[src/design/dio_consts.svh]
// Register offsets, field positions and reset values for the digital I/O block
`ifndef DIO_CONSTS_SVH
`define DIO_CONSTS_SVH
`define DIO_OFF_PORT_B 3'h1
`define DIO_OFF_PORT_C 3'h2
`define DIO_OFF_IRQ_EN 3'h5
`define DIO_OFF_MODE 3'h6
`define DIO_OFF_STATUS 3'h7
`define DIO_LATCH_RST 8'hFF
`define DIO_ZERO_RST 8'h00
`define DIO_MODE_RST 7'h00
`define DIO_SYNC_RST 8'hFF
`define DIO_MODE_LOW_LSB 0
`define DIO_MODE_HIGH_LSB 2
`define DIO_MODE_EXT_LSB 4
`define DIO_MODE_EXT_EN_BIT 6
`define DIO_MODE_EXT_PEND_BIT 7
`endif

[src/design/dio_pkg.sv]
// Types shared by the digital I/O block
package dio_pkg;
    // Two-bit detection mode encoding
    typedef enum logic [1:0] {
        DIO_LEVEL_LOW = 2'h0,
        DIO_LEVEL_HIGH = 2'h1,
        DIO_EDGE_FALL = 2'h2,
        DIO_EDGE_RISE = 2'h3
    } dio_mode_e;

    // Host byte access in I/O space
    typedef struct packed {
        logic wr;
        logic rd;
        logic [2:0] addr;
        logic [7:0] wdata;
    } dio_req_s;
endpackage

[src/design/dio_irq_line.sv]
// One interrupt source: synchroniser, detector and sticky pending flag
`timescale 1ns/10ps
module dio_irq_line
    import dio_pkg::*;
(
    input wire logic clk_i,
    input wire logic rst_i,
    input wire logic pin_i,
    input wire logic active_i,
    input wire logic [1:0] mode_i,
    input wire logic ack_i,
    output logic sync_o,
    output logic pend_o
);
    logic meta_q;
    logic sync_q;
    logic prev_q;
    logic pend_q;
    logic cond;
    logic fall;
    logic rise;
    dio_mode_e mode;

    // Two stages before any detector looks at the pin
    always_ff @(posedge clk_i or posedge rst_i) begin
        if (rst_i) begin
            meta_q <= 1'b1;
            sync_q <= 1'b1;
            prev_q <= 1'b1;
        end else begin
            meta_q <= pin_i;
            sync_q <= meta_q;
            prev_q <= sync_q;
        end
    end

    // Edge from consecutive synchronised samples
    assign mode = dio_mode_e'(mode_i);
    assign fall = prev_q & ~sync_q;
    assign rise = ~prev_q & sync_q;
    assign cond = active_i & ((mode == DIO_LEVEL_LOW) ? ~sync_q :
                  (mode == DIO_LEVEL_HIGH) ? sync_q :
                  (mode == DIO_EDGE_FALL) ? fall : rise);

    // Condition present wins over acknowledge, so a held level re-raises
    always_ff @(posedge clk_i or posedge rst_i) begin
        if (rst_i) begin
            pend_q <= 1'b0;
        end else if (cond) begin
            pend_q <= 1'b1;
        end else if (ack_i) begin
            pend_q <= 1'b0;
        end
    end

    assign sync_o = sync_q;
    assign pend_o = pend_q;
endmodule

[src/design/dio_ports.sv]
// Digital I/O ports B and C with pin interrupt and external interrupt logic
`timescale 1ns/10ps
`include "dio_consts.svh"
module dio_ports
    import dio_pkg::*;
#(
    parameter int WIDTH = 8
) (
    input wire logic clk_i,
    input wire logic rst_i,
    input wire dio_req_s req_i,
    output logic [7:0] rdata_o,
    input wire logic [WIDTH-1:0] port_b_pin_i,
    input wire logic [WIDTH-1:0] port_c_pin_i,
    output logic [WIDTH-1:0] port_b_oe_o,
    output logic [WIDTH-1:0] port_c_oe_o,
    input wire logic ext_irq_pin_i,
    output logic irq_o
);
    // Byte-wide registers; nibble grouping of modes assumes eight lines
    if (WIDTH != 8) begin : g_width_check
        $error("dio_ports supports only WIDTH of 8");
    end

    logic [7:0] port_b_latch_q;
    logic [7:0] port_c_latch_q;
    logic [7:0] pin_irq_enable_q;
    logic [6:0] irq_mode_control_q;
    logic [7:0] rdata_q;
    logic irq_q;
    logic [7:0] b_meta_q;
    logic [7:0] b_sync_q;
    logic [7:0] c_sync;
    logic [7:0] pin_irq_pending_bits;
    logic external_irq_pending;
    logic [7:0] pin_irq_clear_bits;
    logic external_irq_clear;
    logic [1:0] low_group_irq_mode;
    logic [1:0] high_group_irq_mode;
    logic [1:0] external_irq_mode;
    logic external_irq_enable;
    logic sel_b;
    logic sel_c;
    logic sel_en;
    logic sel_mode;
    logic sel_stat;
    logic [7:0] rd_b;
    logic [7:0] rd_c;
    logic wr_b;
    logic wr_c;
    logic wr_en;
    logic wr_mode;
    logic wr_stat;
    logic [7:0] rdata_d;
    logic [7:0] mode_read;

    // Address decode shared by write strobes and read select
    assign sel_b = (req_i.addr == `DIO_OFF_PORT_B);
    assign sel_c = (req_i.addr == `DIO_OFF_PORT_C);
    assign sel_en = (req_i.addr == `DIO_OFF_IRQ_EN);
    assign sel_mode = (req_i.addr == `DIO_OFF_MODE);
    assign sel_stat = (req_i.addr == `DIO_OFF_STATUS);

    // Host byte write strobes; unmapped offsets fall through unused
    assign wr_b = req_i.wr & sel_b;
    assign wr_c = req_i.wr & sel_c;
    assign wr_en = req_i.wr & sel_en;
    assign wr_mode = req_i.wr & sel_mode;
    assign wr_stat = req_i.wr & sel_stat;

    // Acknowledge strobes; status itself is never written directly
    assign pin_irq_clear_bits =
        wr_stat ? req_i.wdata : 8'h00;
    assign external_irq_clear = wr_mode
        & req_i.wdata[`DIO_MODE_EXT_PEND_BIT];

    // Mode fields split out of the control byte
    assign low_group_irq_mode =
        irq_mode_control_q[`DIO_MODE_LOW_LSB +: 2];
    assign high_group_irq_mode = irq_mode_control_q[`DIO_MODE_HIGH_LSB +: 2];
    assign external_irq_mode =
        irq_mode_control_q[`DIO_MODE_EXT_LSB +: 2];
    assign external_irq_enable =
        irq_mode_control_q[`DIO_MODE_EXT_EN_BIT];

    // Port B latch; reset to all ones so every driver is off
    always_ff @(posedge clk_i or posedge rst_i) begin
        if (rst_i) begin
            port_b_latch_q <= `DIO_LATCH_RST;
        end else if (wr_b) begin
            port_b_latch_q <= req_i.wdata;
        end
    end

    // Port C latch; also gates the line interrupts
    always_ff @(posedge clk_i or posedge rst_i) begin
        if (rst_i) begin
            port_c_latch_q <= `DIO_LATCH_RST;
        end else if (wr_c) begin
            port_c_latch_q <= req_i.wdata;
        end
    end

    // Line enables start cleared so no source fires after reset
    always_ff @(posedge clk_i or posedge rst_i) begin
        if (rst_i) begin
            pin_irq_enable_q <= `DIO_ZERO_RST;
        end else if (wr_en) begin
            pin_irq_enable_q <= req_i.wdata;
        end
    end

    // Mode byte; bit 7 is an acknowledge strobe, not stored
    always_ff @(posedge clk_i or posedge rst_i) begin
        if (rst_i) begin
            irq_mode_control_q <= `DIO_MODE_RST;
        end else if (wr_mode) begin
            irq_mode_control_q <= req_i.wdata[6:0];
        end
    end

    // Port B pins pass two flops before the read path sees them
    always_ff @(posedge clk_i or posedge rst_i) begin
        if (rst_i) begin
            b_meta_q <= `DIO_SYNC_RST;
            b_sync_q <= `DIO_SYNC_RST;
        end else begin
            b_meta_q <= port_b_pin_i;
            b_sync_q <= b_meta_q;
        end
    end

    // One detector per port C line; nibble picks the mode group
    genvar gi;
    generate
        for (gi = 0; gi < 8; gi++) begin : g_line
            dio_irq_line u_line (
                .clk_i(clk_i),
                .rst_i(rst_i),
                .pin_i(port_c_pin_i[gi]),
                .active_i(pin_irq_enable_q[gi]
                    & port_c_latch_q[gi]),
                .mode_i((gi >= 4) ? high_group_irq_mode
                    : low_group_irq_mode),
                .ack_i(pin_irq_clear_bits[gi]),
                .sync_o(c_sync[gi]),
                .pend_o(pin_irq_pending_bits[gi])
            );
        end
    endgenerate

    // External source has its own instance of the same detector
    dio_irq_line u_ext (
        .clk_i(clk_i),
        .rst_i(rst_i),
        .pin_i(ext_irq_pin_i),
        .active_i(external_irq_enable),
        .mode_i(external_irq_mode),
        .ack_i(external_irq_clear),
        .sync_o(),
        .pend_o(external_irq_pending)
    );

    // Mode readback with live external pending in bit 7
    assign mode_read = {external_irq_pending, irq_mode_control_q};

    // Masked channels read zero, enabled lines still read as data
    assign rd_b = b_sync_q & port_b_latch_q;
    assign rd_c = c_sync & port_c_latch_q;

    // Read select; unmapped offsets read zero
    assign rdata_d = sel_b ? rd_b :
        sel_c ? rd_c :
        sel_en ? pin_irq_enable_q :
        sel_mode ? mode_read :
        sel_stat ? pin_irq_pending_bits :
        8'h00;

    // Read data holds until the next read strobe
    always_ff @(posedge clk_i or posedge rst_i) begin
        if (rst_i) begin
            rdata_q <= `DIO_ZERO_RST;
        end else if (req_i.rd) begin
            rdata_q <= rdata_d;
        end
    end

    // Request registered, so it trails the status by one cycle
    always_ff @(posedge clk_i or posedge rst_i) begin
        if (rst_i) begin
            irq_q <= 1'b0;
        end else begin
            irq_q <= (|pin_irq_pending_bits)
                | external_irq_pending;
        end
    end

    // Open-collector: enable the low driver where a zero is latched
    always_ff @(posedge clk_i or posedge rst_i) begin
        if (rst_i) begin
            port_b_oe_o <= 8'h00;
            port_c_oe_o <= 8'h00;
        end else begin
            port_b_oe_o <= ~port_b_latch_q;
            port_c_oe_o <= ~port_c_latch_q;
        end
    end

    assign rdata_o = rdata_q;
    assign irq_o = irq_q;
endmodule

[config.mk]
export PLATFORM = sky130hd
export DESIGN_NAME = dio_ports
export DESIGN_NICKNAME = d
export VERILOG_FILES = /design/src/design/dio_pkg.sv /design/src/design/dio_irq_line.sv /design/src/design/dio_ports.sv
export VERILOG_INCLUDE_DIRS = /design/src /design/src/design
export SDC_FILE = /design/constraint.sdc
export NUM_CORES = 1
export LEC_CHECK = 0
export BUFFER_PORTS_ARGS = -buffer_cell sky130_fd_sc_hd__buf_2
export CORE_MARGIN = 10
export CORE_UTILIZATION = 27
export DETAILED_ROUTE_END_ITERATION = 7
export HOLD_SLACK_MARGIN = 0.05
export SLEW_MARGIN = 0
export SYNTH_ARGS = -nofsm -noshare
export SYNTH_HDL_FRONTEND = slang
export SYNTH_SLANG_ARGS = --single-unit
[constraint.sdc]
create_clock -name clk_i -period 8.55 [get_ports clk_i]
set_clock_uncertainty 0.1 [all_clocks]
set_input_delay 0.4275 -clock clk_i [delete_from_list [all_inputs] [get_ports clk_i]]
set_output_delay 0.4275 -clock clk_i [all_outputs]
set_load 0.01 [all_outputs]
==> flow_summary.ini, run 1 <==
[status]
status = finished, final reports clean

[synth]
syn_inst = 293
ys_warn_count = 0
async_reset_ff_share_pct = 100.0
avgSynthCellArea_um2 = 14.16
synth_edf_count = 0
netlist_area_um2 = 4150
ys_ff_latch = 108
ys_seq_area_share_pct = 66.90
synth_flop_cell = dfstp_2
syn_nets = 325
ys_types = 34

[cells_and_area]
nets = 386
fillers = 1470
area_growth_pct = 20.02
layout-drive-gt1-share_pct = 46.80
layout_commonest_cell = dfstp_2
mostFrequentLayoutCells = dfstp_2, buf_2, dfrtp_1

[setup_path]
r2r_cells = 3
critPathLaunchType = input pin
crit_family = simple AND/OR/NAND/NOR gates
cp_num_cells = 4
r2r_setup_slack_ns = 7.06
critical_path_class = in2reg
cp_max_fo = 20
cp.required_ns = 8.73
path_buf_inv = 1
reg2reg_from = irq_mode_control_q[3]
slowest_delay_ns = 0.58
worstPathArrival_ns = 2.23
endpoint_kind = register
critPathSlowestCell = and3b_1
r2r-end = g_line[6].u_line.pend_o
crit_chain = buf_2 -> nor2b_4 -> and3b_1 -> mux2_4

[place]
gp_congestion = 0.8079
port_buffers = 56
post-dp-hpwl_um = 6841

[pwr]
power_mw = 1.321
ir_drop_uv = 113.1
p_per_area_nw_per_um2 = 265.2
p_leak_nw = 2.091

[global_route]
grt_first_pass_wirelength_um = 15660
grt_max_degree = 73
grt_usage_pct = 9.993
grt_pass1_vias = 2755
antenna_found_initial = 1
grt-ovfl-total = 0

[timing]
post-route-min-period_ns = 2.055
fmax_mhz = 486.7
tns_ns = 0
hold_viol_final = 0
worstMarginPinSlew_ns = 0.8964
maxSlewViolCount = 0
slew_headroom_pct = 40.24
finalCritPeriodShare_pct = 24.03
finalSetupViolations = 0
rsz0062_at_grt = false

[floorplan]
die_h_um = 144.0
dieArea_um2 = 20730
num_io_pins = 57
start_util_pct = 27.40
core_area_um2 = 15150
die_x_um = 144.0
row_count = 45

[route]
wl_met2_um = 4506
wl_met3_um = 657
route.layer.met1.wl_um = 4553
drc = 0
wire_per_inst_um = 17.97
dr.pass1.iters = 4
drtIter0Drc = 202
antenna_left = 0
top_layer_used = met4
vias_per_cell = 4.620
vias = 2532
drt-total-wl_um = 9848

[cts]
clk-insertion-delay-late_ns = 0.35
clock-sinks = 108
numCtsBuffers = 9
cts_resized = 0
postCtsSetupBuffers = 0
cts_tree = done
clkTransAtPathRegs_ns = 0.08
cts_hold_buf = 1
htreeDepth = 3
root_buffer = clkbuf_16
cts_max_path_buffers = 2

[worst_hold_path]
holdPathStages = 1
hold_path_class = in2reg
min_from = port_b_pin_i[0]
hold_path_end = b_meta_q[0]

[job]
maxCapViolations = 0
==> sequential cells by signal (all words and copies together), names as in the netlist <==
signal                flops
rdata_o                   8
u_ext.meta_q              1
b_sync_q                  8
g_line.u_line.prev_q      8
port_c_oe_o               8
g_line.u_line.pend_o      8
pin_irq_enable_q          8
u_ext.sync_o              1
b_meta_q                  8
irq_mode_control_q        7
port_b_latch_q            8
u_ext.pend_o              1
port_c_latch_q            8
u_ext.prev_q              1
g_line.u_line.meta_q      8
port_b_oe_o               8
g_line.u_line.sync_o      8
irq_o                     1
==> worst max-delay path by stage <==
stage                     startpoint                       to  slack (ns)
after CTS                      rst_i  g_line[5].u_line.pend_o        6.50
after global placement      req_i[9]        port_c_latch_q[6]        6.20
final                       req_i[9]        port_c_latch_q[1]        6.50
after global routing           rst_i               rdata_o[5]        6.30
after detailed placement    req_i[9]        port_c_latch_q[1]        6.12
after floorplan                rst_i  g_line[0].u_line.pend_o        5.27
==> synthesized netlist by cell type, drive strengths merged, types with 2 or more instances <==
library cell	number	area [um2]
inv	17	63.81
nand3	2	15.01
o21ai	8	40.04
mux2	31	382.9
a311oi	4	35.03
a22o	10	87.58
a211oi	4	30.03
nor2	18	67.56
a32o	8	80.08
a221oi	8	76.32
a21boi	9	67.56
nand2	17	63.81
dfrtp	49	1226
nor3	5	25.02
a31oi	4	25.02
buf	14	101.4
nand2b	10	62.56
and4b	4	40.04
nand4b	5	50.04
dfstp	59	1550
==> routing by layer <==
layer  global-route usage [%]  up-vias
li1                         -     1174
met4                    3.332        0
met5                        0        -
met2                    14.44       63
met1                    13.23     1288
met3                    4.034        7
==> cells by family (layout without fill, tap and decap cells) <==
kind of cell / count (synthesis) / after routing / share of synthesized area, %
buf+inv: 32 / 98 / 4.070
other cells: 0 / 1 / 0
mux: 31 / 31 / 9.225
simple gates: 67 / 67 / 9.165
flops: 108 / 108 / 66.90
compound gates: 55 / 55 / 10.64
==> report_power, final <==
| part | switching, mW | internal, mW | leakage [nW] |
|---|---|---|---|
| Sequential | 0.0723 | 0.615 | 1.18 |
| Clock | 0.185 | 0.266 | 0.156 |
| Combinational | 0.0853 | 0.0969 | 0.755 |
==> stage by stage <==
stage | util [%] | std cells | instance area [um2] | setup slack (ns) | hold slack (ns)
6_report | 32.89 | 548 | 4981 | 6.495 | 0.06537
5_1_grt | 32.87 | 547 | 4979 | 6.300 | 0.05076
4_1_cts | 32.41 | 540 | 4908 | 6.501 | 0.05097
3_5_place_dp | 30.18 | 523 | 4571 | 6.122 | 0.2468
3_3_place_gp | 30.18 | 523 | 4571 | 6.198 | 0.2471
2_1_floorplan | - | 293 | 4150 | 5.275 | 0.2452
==> cell type report <==
| type | count | area (um2) | share of cell area, % |
|---|---|---|---|
| Inverter | 17 | 66.31 | 1.331 |
| Timing Repair Buffer | 65 | 367.9 | 7.385 |
| Antenna cell | 1 | 2.502 | 0.05024 |
| Clock inverter | 5 | 85.08 | 1.708 |
| Tap cell | 188 | 235.2 | 4.722 |
| Multi-Input combinational cell | 153 | 1205 | 24.19 |
| Clock buffer | 11 | 242.7 | 4.873 |
| Sequential cell | 108 | 2776 | 55.74 |
Power figures use the tool's default switching activity.
==> run 2: changes to the inputs <==
Settings changed: ABC_AREA set to 1.
Clock period 8.55 ns to 1.8 ns, I/O delays scaled along.
==> run 2 against run 1 <==
- combinational power increased to 4.8 times the previous value
- register-to-register slack got worse by 6.6 ns
- global-route usage about the same
- highest routed layer unchanged
==> flow_summary.ini, run 2 <==
[status]
status = finished, final reports clean

[pwr]
p_leak_nw = 2.411
p_per_area_nw_per_um2 = 1130
ir_drop_uv = 493.7

[cts]
numCtsBuffers = 9
root_buffer = clkbuf_16
cts_tree = done
htreeDepth = 3
clkTransAtPathRegs_ns = 0.08
cts_max_path_buffers = 2
cts_resized = 0
clock-sinks = 108
clk-insertion-delay-late_ns = 0.35

[setup_path]
r2r_cells = 5
cp.required_ns = 1.94
critical_path_class = reg2reg
worstPathArrival_ns = 1.43
cp_max_fo = 7
critPathLaunchType = register
endpoint_kind = register

[timing]
worstMarginPinSlew_ns = 0.3885
tns_ns = 0
slew_headroom_pct = 74.10
rsz0062_at_grt = false
whs_ns = 0.08386
finalCritPeriodShare_pct = 71.84
maxSlewViolCount = 0
finalSetupViolations = 0
post-route-min-period_ns = 1.293
hold_viol_final = 0
fmax_mhz = 773.3

[worst_hold_path]
holdPathStages = 3
hold_path_class = in2reg

[cells_and_area]
layout_commonest_cell = nand2_1
stdcell_area_um2 = 5343
seqCellArea_um2 = 2776
antenna_cells = 0
final_cells = 717
fillers = 1578
layout-drive-gt1-share_pct = 32.41
multiInputGateArea_um2 = 1196
nets = 533
mostFrequentLayoutCells = nand2_1, dfstp_2, buf_2
area_growth_pct = 25.26

[synth]
async_reset_ff_share_pct = 100.0
ys_ff_latch = 108
netlist_area_um2 = 4265
ys_seq_area_share_pct = 65.09
synth_flop_cell = dfstp_2
synth_edf_count = 0
syn_nets = 448
ys_warn_count = 0
synth_top_area_share_pct = 36.34
ys_top_cells_by_count = nand2_1, dfstp_2, inv_1, dfrtp_1, nand3_1
yosys.area.top_type = dfstp_2
yosys.cell_count.top_type = nand2_1
ys_top_cells_by_area = dfstp_2, dfrtp_1, nand2_1
ys_types = 25
avgSynthCellArea_um2 = 10.25
syn_inst = 416

[route]
dr.pass1.iters = 4
antenna_left = 0
vias_per_cell = 4.304
wire_per_inst_um = 14.22
drtIter0Drc = 237
drt-total-wl_um = 10200
vias = 3086
drc = 0

[global_route]
grt_max_degree = 36
grt_usage_pct = 10.03
antenna_found_initial = 0
grt_first_pass_wirelength_um = 17250
grt-ovfl-total = 0
grt_pass1_vias = 3329

[floorplan]
die_h_um = 145.7
row_count = 45
start_util_pct = 27.85
dieArea_um2 = 21230
num_io_pins = 57
core_area_um2 = 15310
die_x_um = 145.7

[place]
dp.cells = 675
gp_congestion = 0.8607
post-dp-hpwl_um = 7291
place_area_um2 = 4781
port_buffers = 56

[job]
maxCapViolations = 0
run 2: final timing paths:
path	start	endpoint	slack, ns
max in group asynchronous	rst_i	b_meta_q[3]	0.73
min in group asynchronous	rst_i	port_c_oe_o[7]	0.16
max reg2reg	irq_mode_control_q[3]	g_line[4].u_line.pend_o	0.51
max	irq_mode_control_q[3]	g_line[4].u_line.pend_o	0.51
min	req_i[11]	rdata_o[2]	0.08
min reg2reg	g_line[0].u_line.meta_q	g_line[0].u_line.sync_o	0.25
run 2: logic make-up (layout without fill, tap and decap cells):
logic type	Yosys count	after routing	share of synthesized area (%)
flip-flops	108	108	65.09
buffers and inverters	69	159	6.864
AO/OA/AOI/OAI	57	57	8.067
AND/OR/NAND/NOR	182	182	19.98
run 2: metrics by stage:
step	utilization [%]	power, mW	worst slack, ns
6_report	34.89	6.035	0.5069
5_1_grt	34.89	6.417	0.4107
4_1_cts	34.89	6.118	0.5031
3_5_place_dp	31.22	4.046	0.3075
3_3_place_gp	31.22	4.008	0.2862
2_1_floorplan	-	3.682	0.3567
run 2: worst max-delay path: stages, from the launching register on:
cell and delay, ns:
dfrtp_1 0.52, inv_1 0.15, o21ai_0 0.22, nand2_1 0.07
nand3_1 0.07, nand2_1 0.05
run 2: timing repair:
action / 4_1_cts / 5_1_grt
hold buffers: 26 / 0
buffers inserted: 0 / 0
endpoints found under the hold margin: 101 / 0
endpoints found under the setup margin: 0 / 0
run 2: area by class of cell:
| class | instances | area share [%] |
|---|---|---|
| Clock inverter | 7 | 1.429 |
| Tap cell | 211 | 4.941 |
| Multi-Input combinational cell | 239 | 22.39 |
| Timing Repair Buffer | 87 | 11.05 |
| Sequential cell | 108 | 51.97 |
| Clock buffer | 9 | 4.215 |
| Inverter | 56 | 4.005 |
run 2: where the power goes:
group          switching (mW)  internal (mW)  leakage [nW]
clock                   0.914           1.09         0.136
combinational           0.524          0.357          1.09
sequential              0.278           2.88          1.18
run 2: metal layers:
metal	vias up	GRT usage, %	wire, um
met4	0	3.640	133
met1	1498	13.28	4823
met5	-	0	0
met2	77	14.74	4624
li1	1499	-	-
met3	12	3.508	613
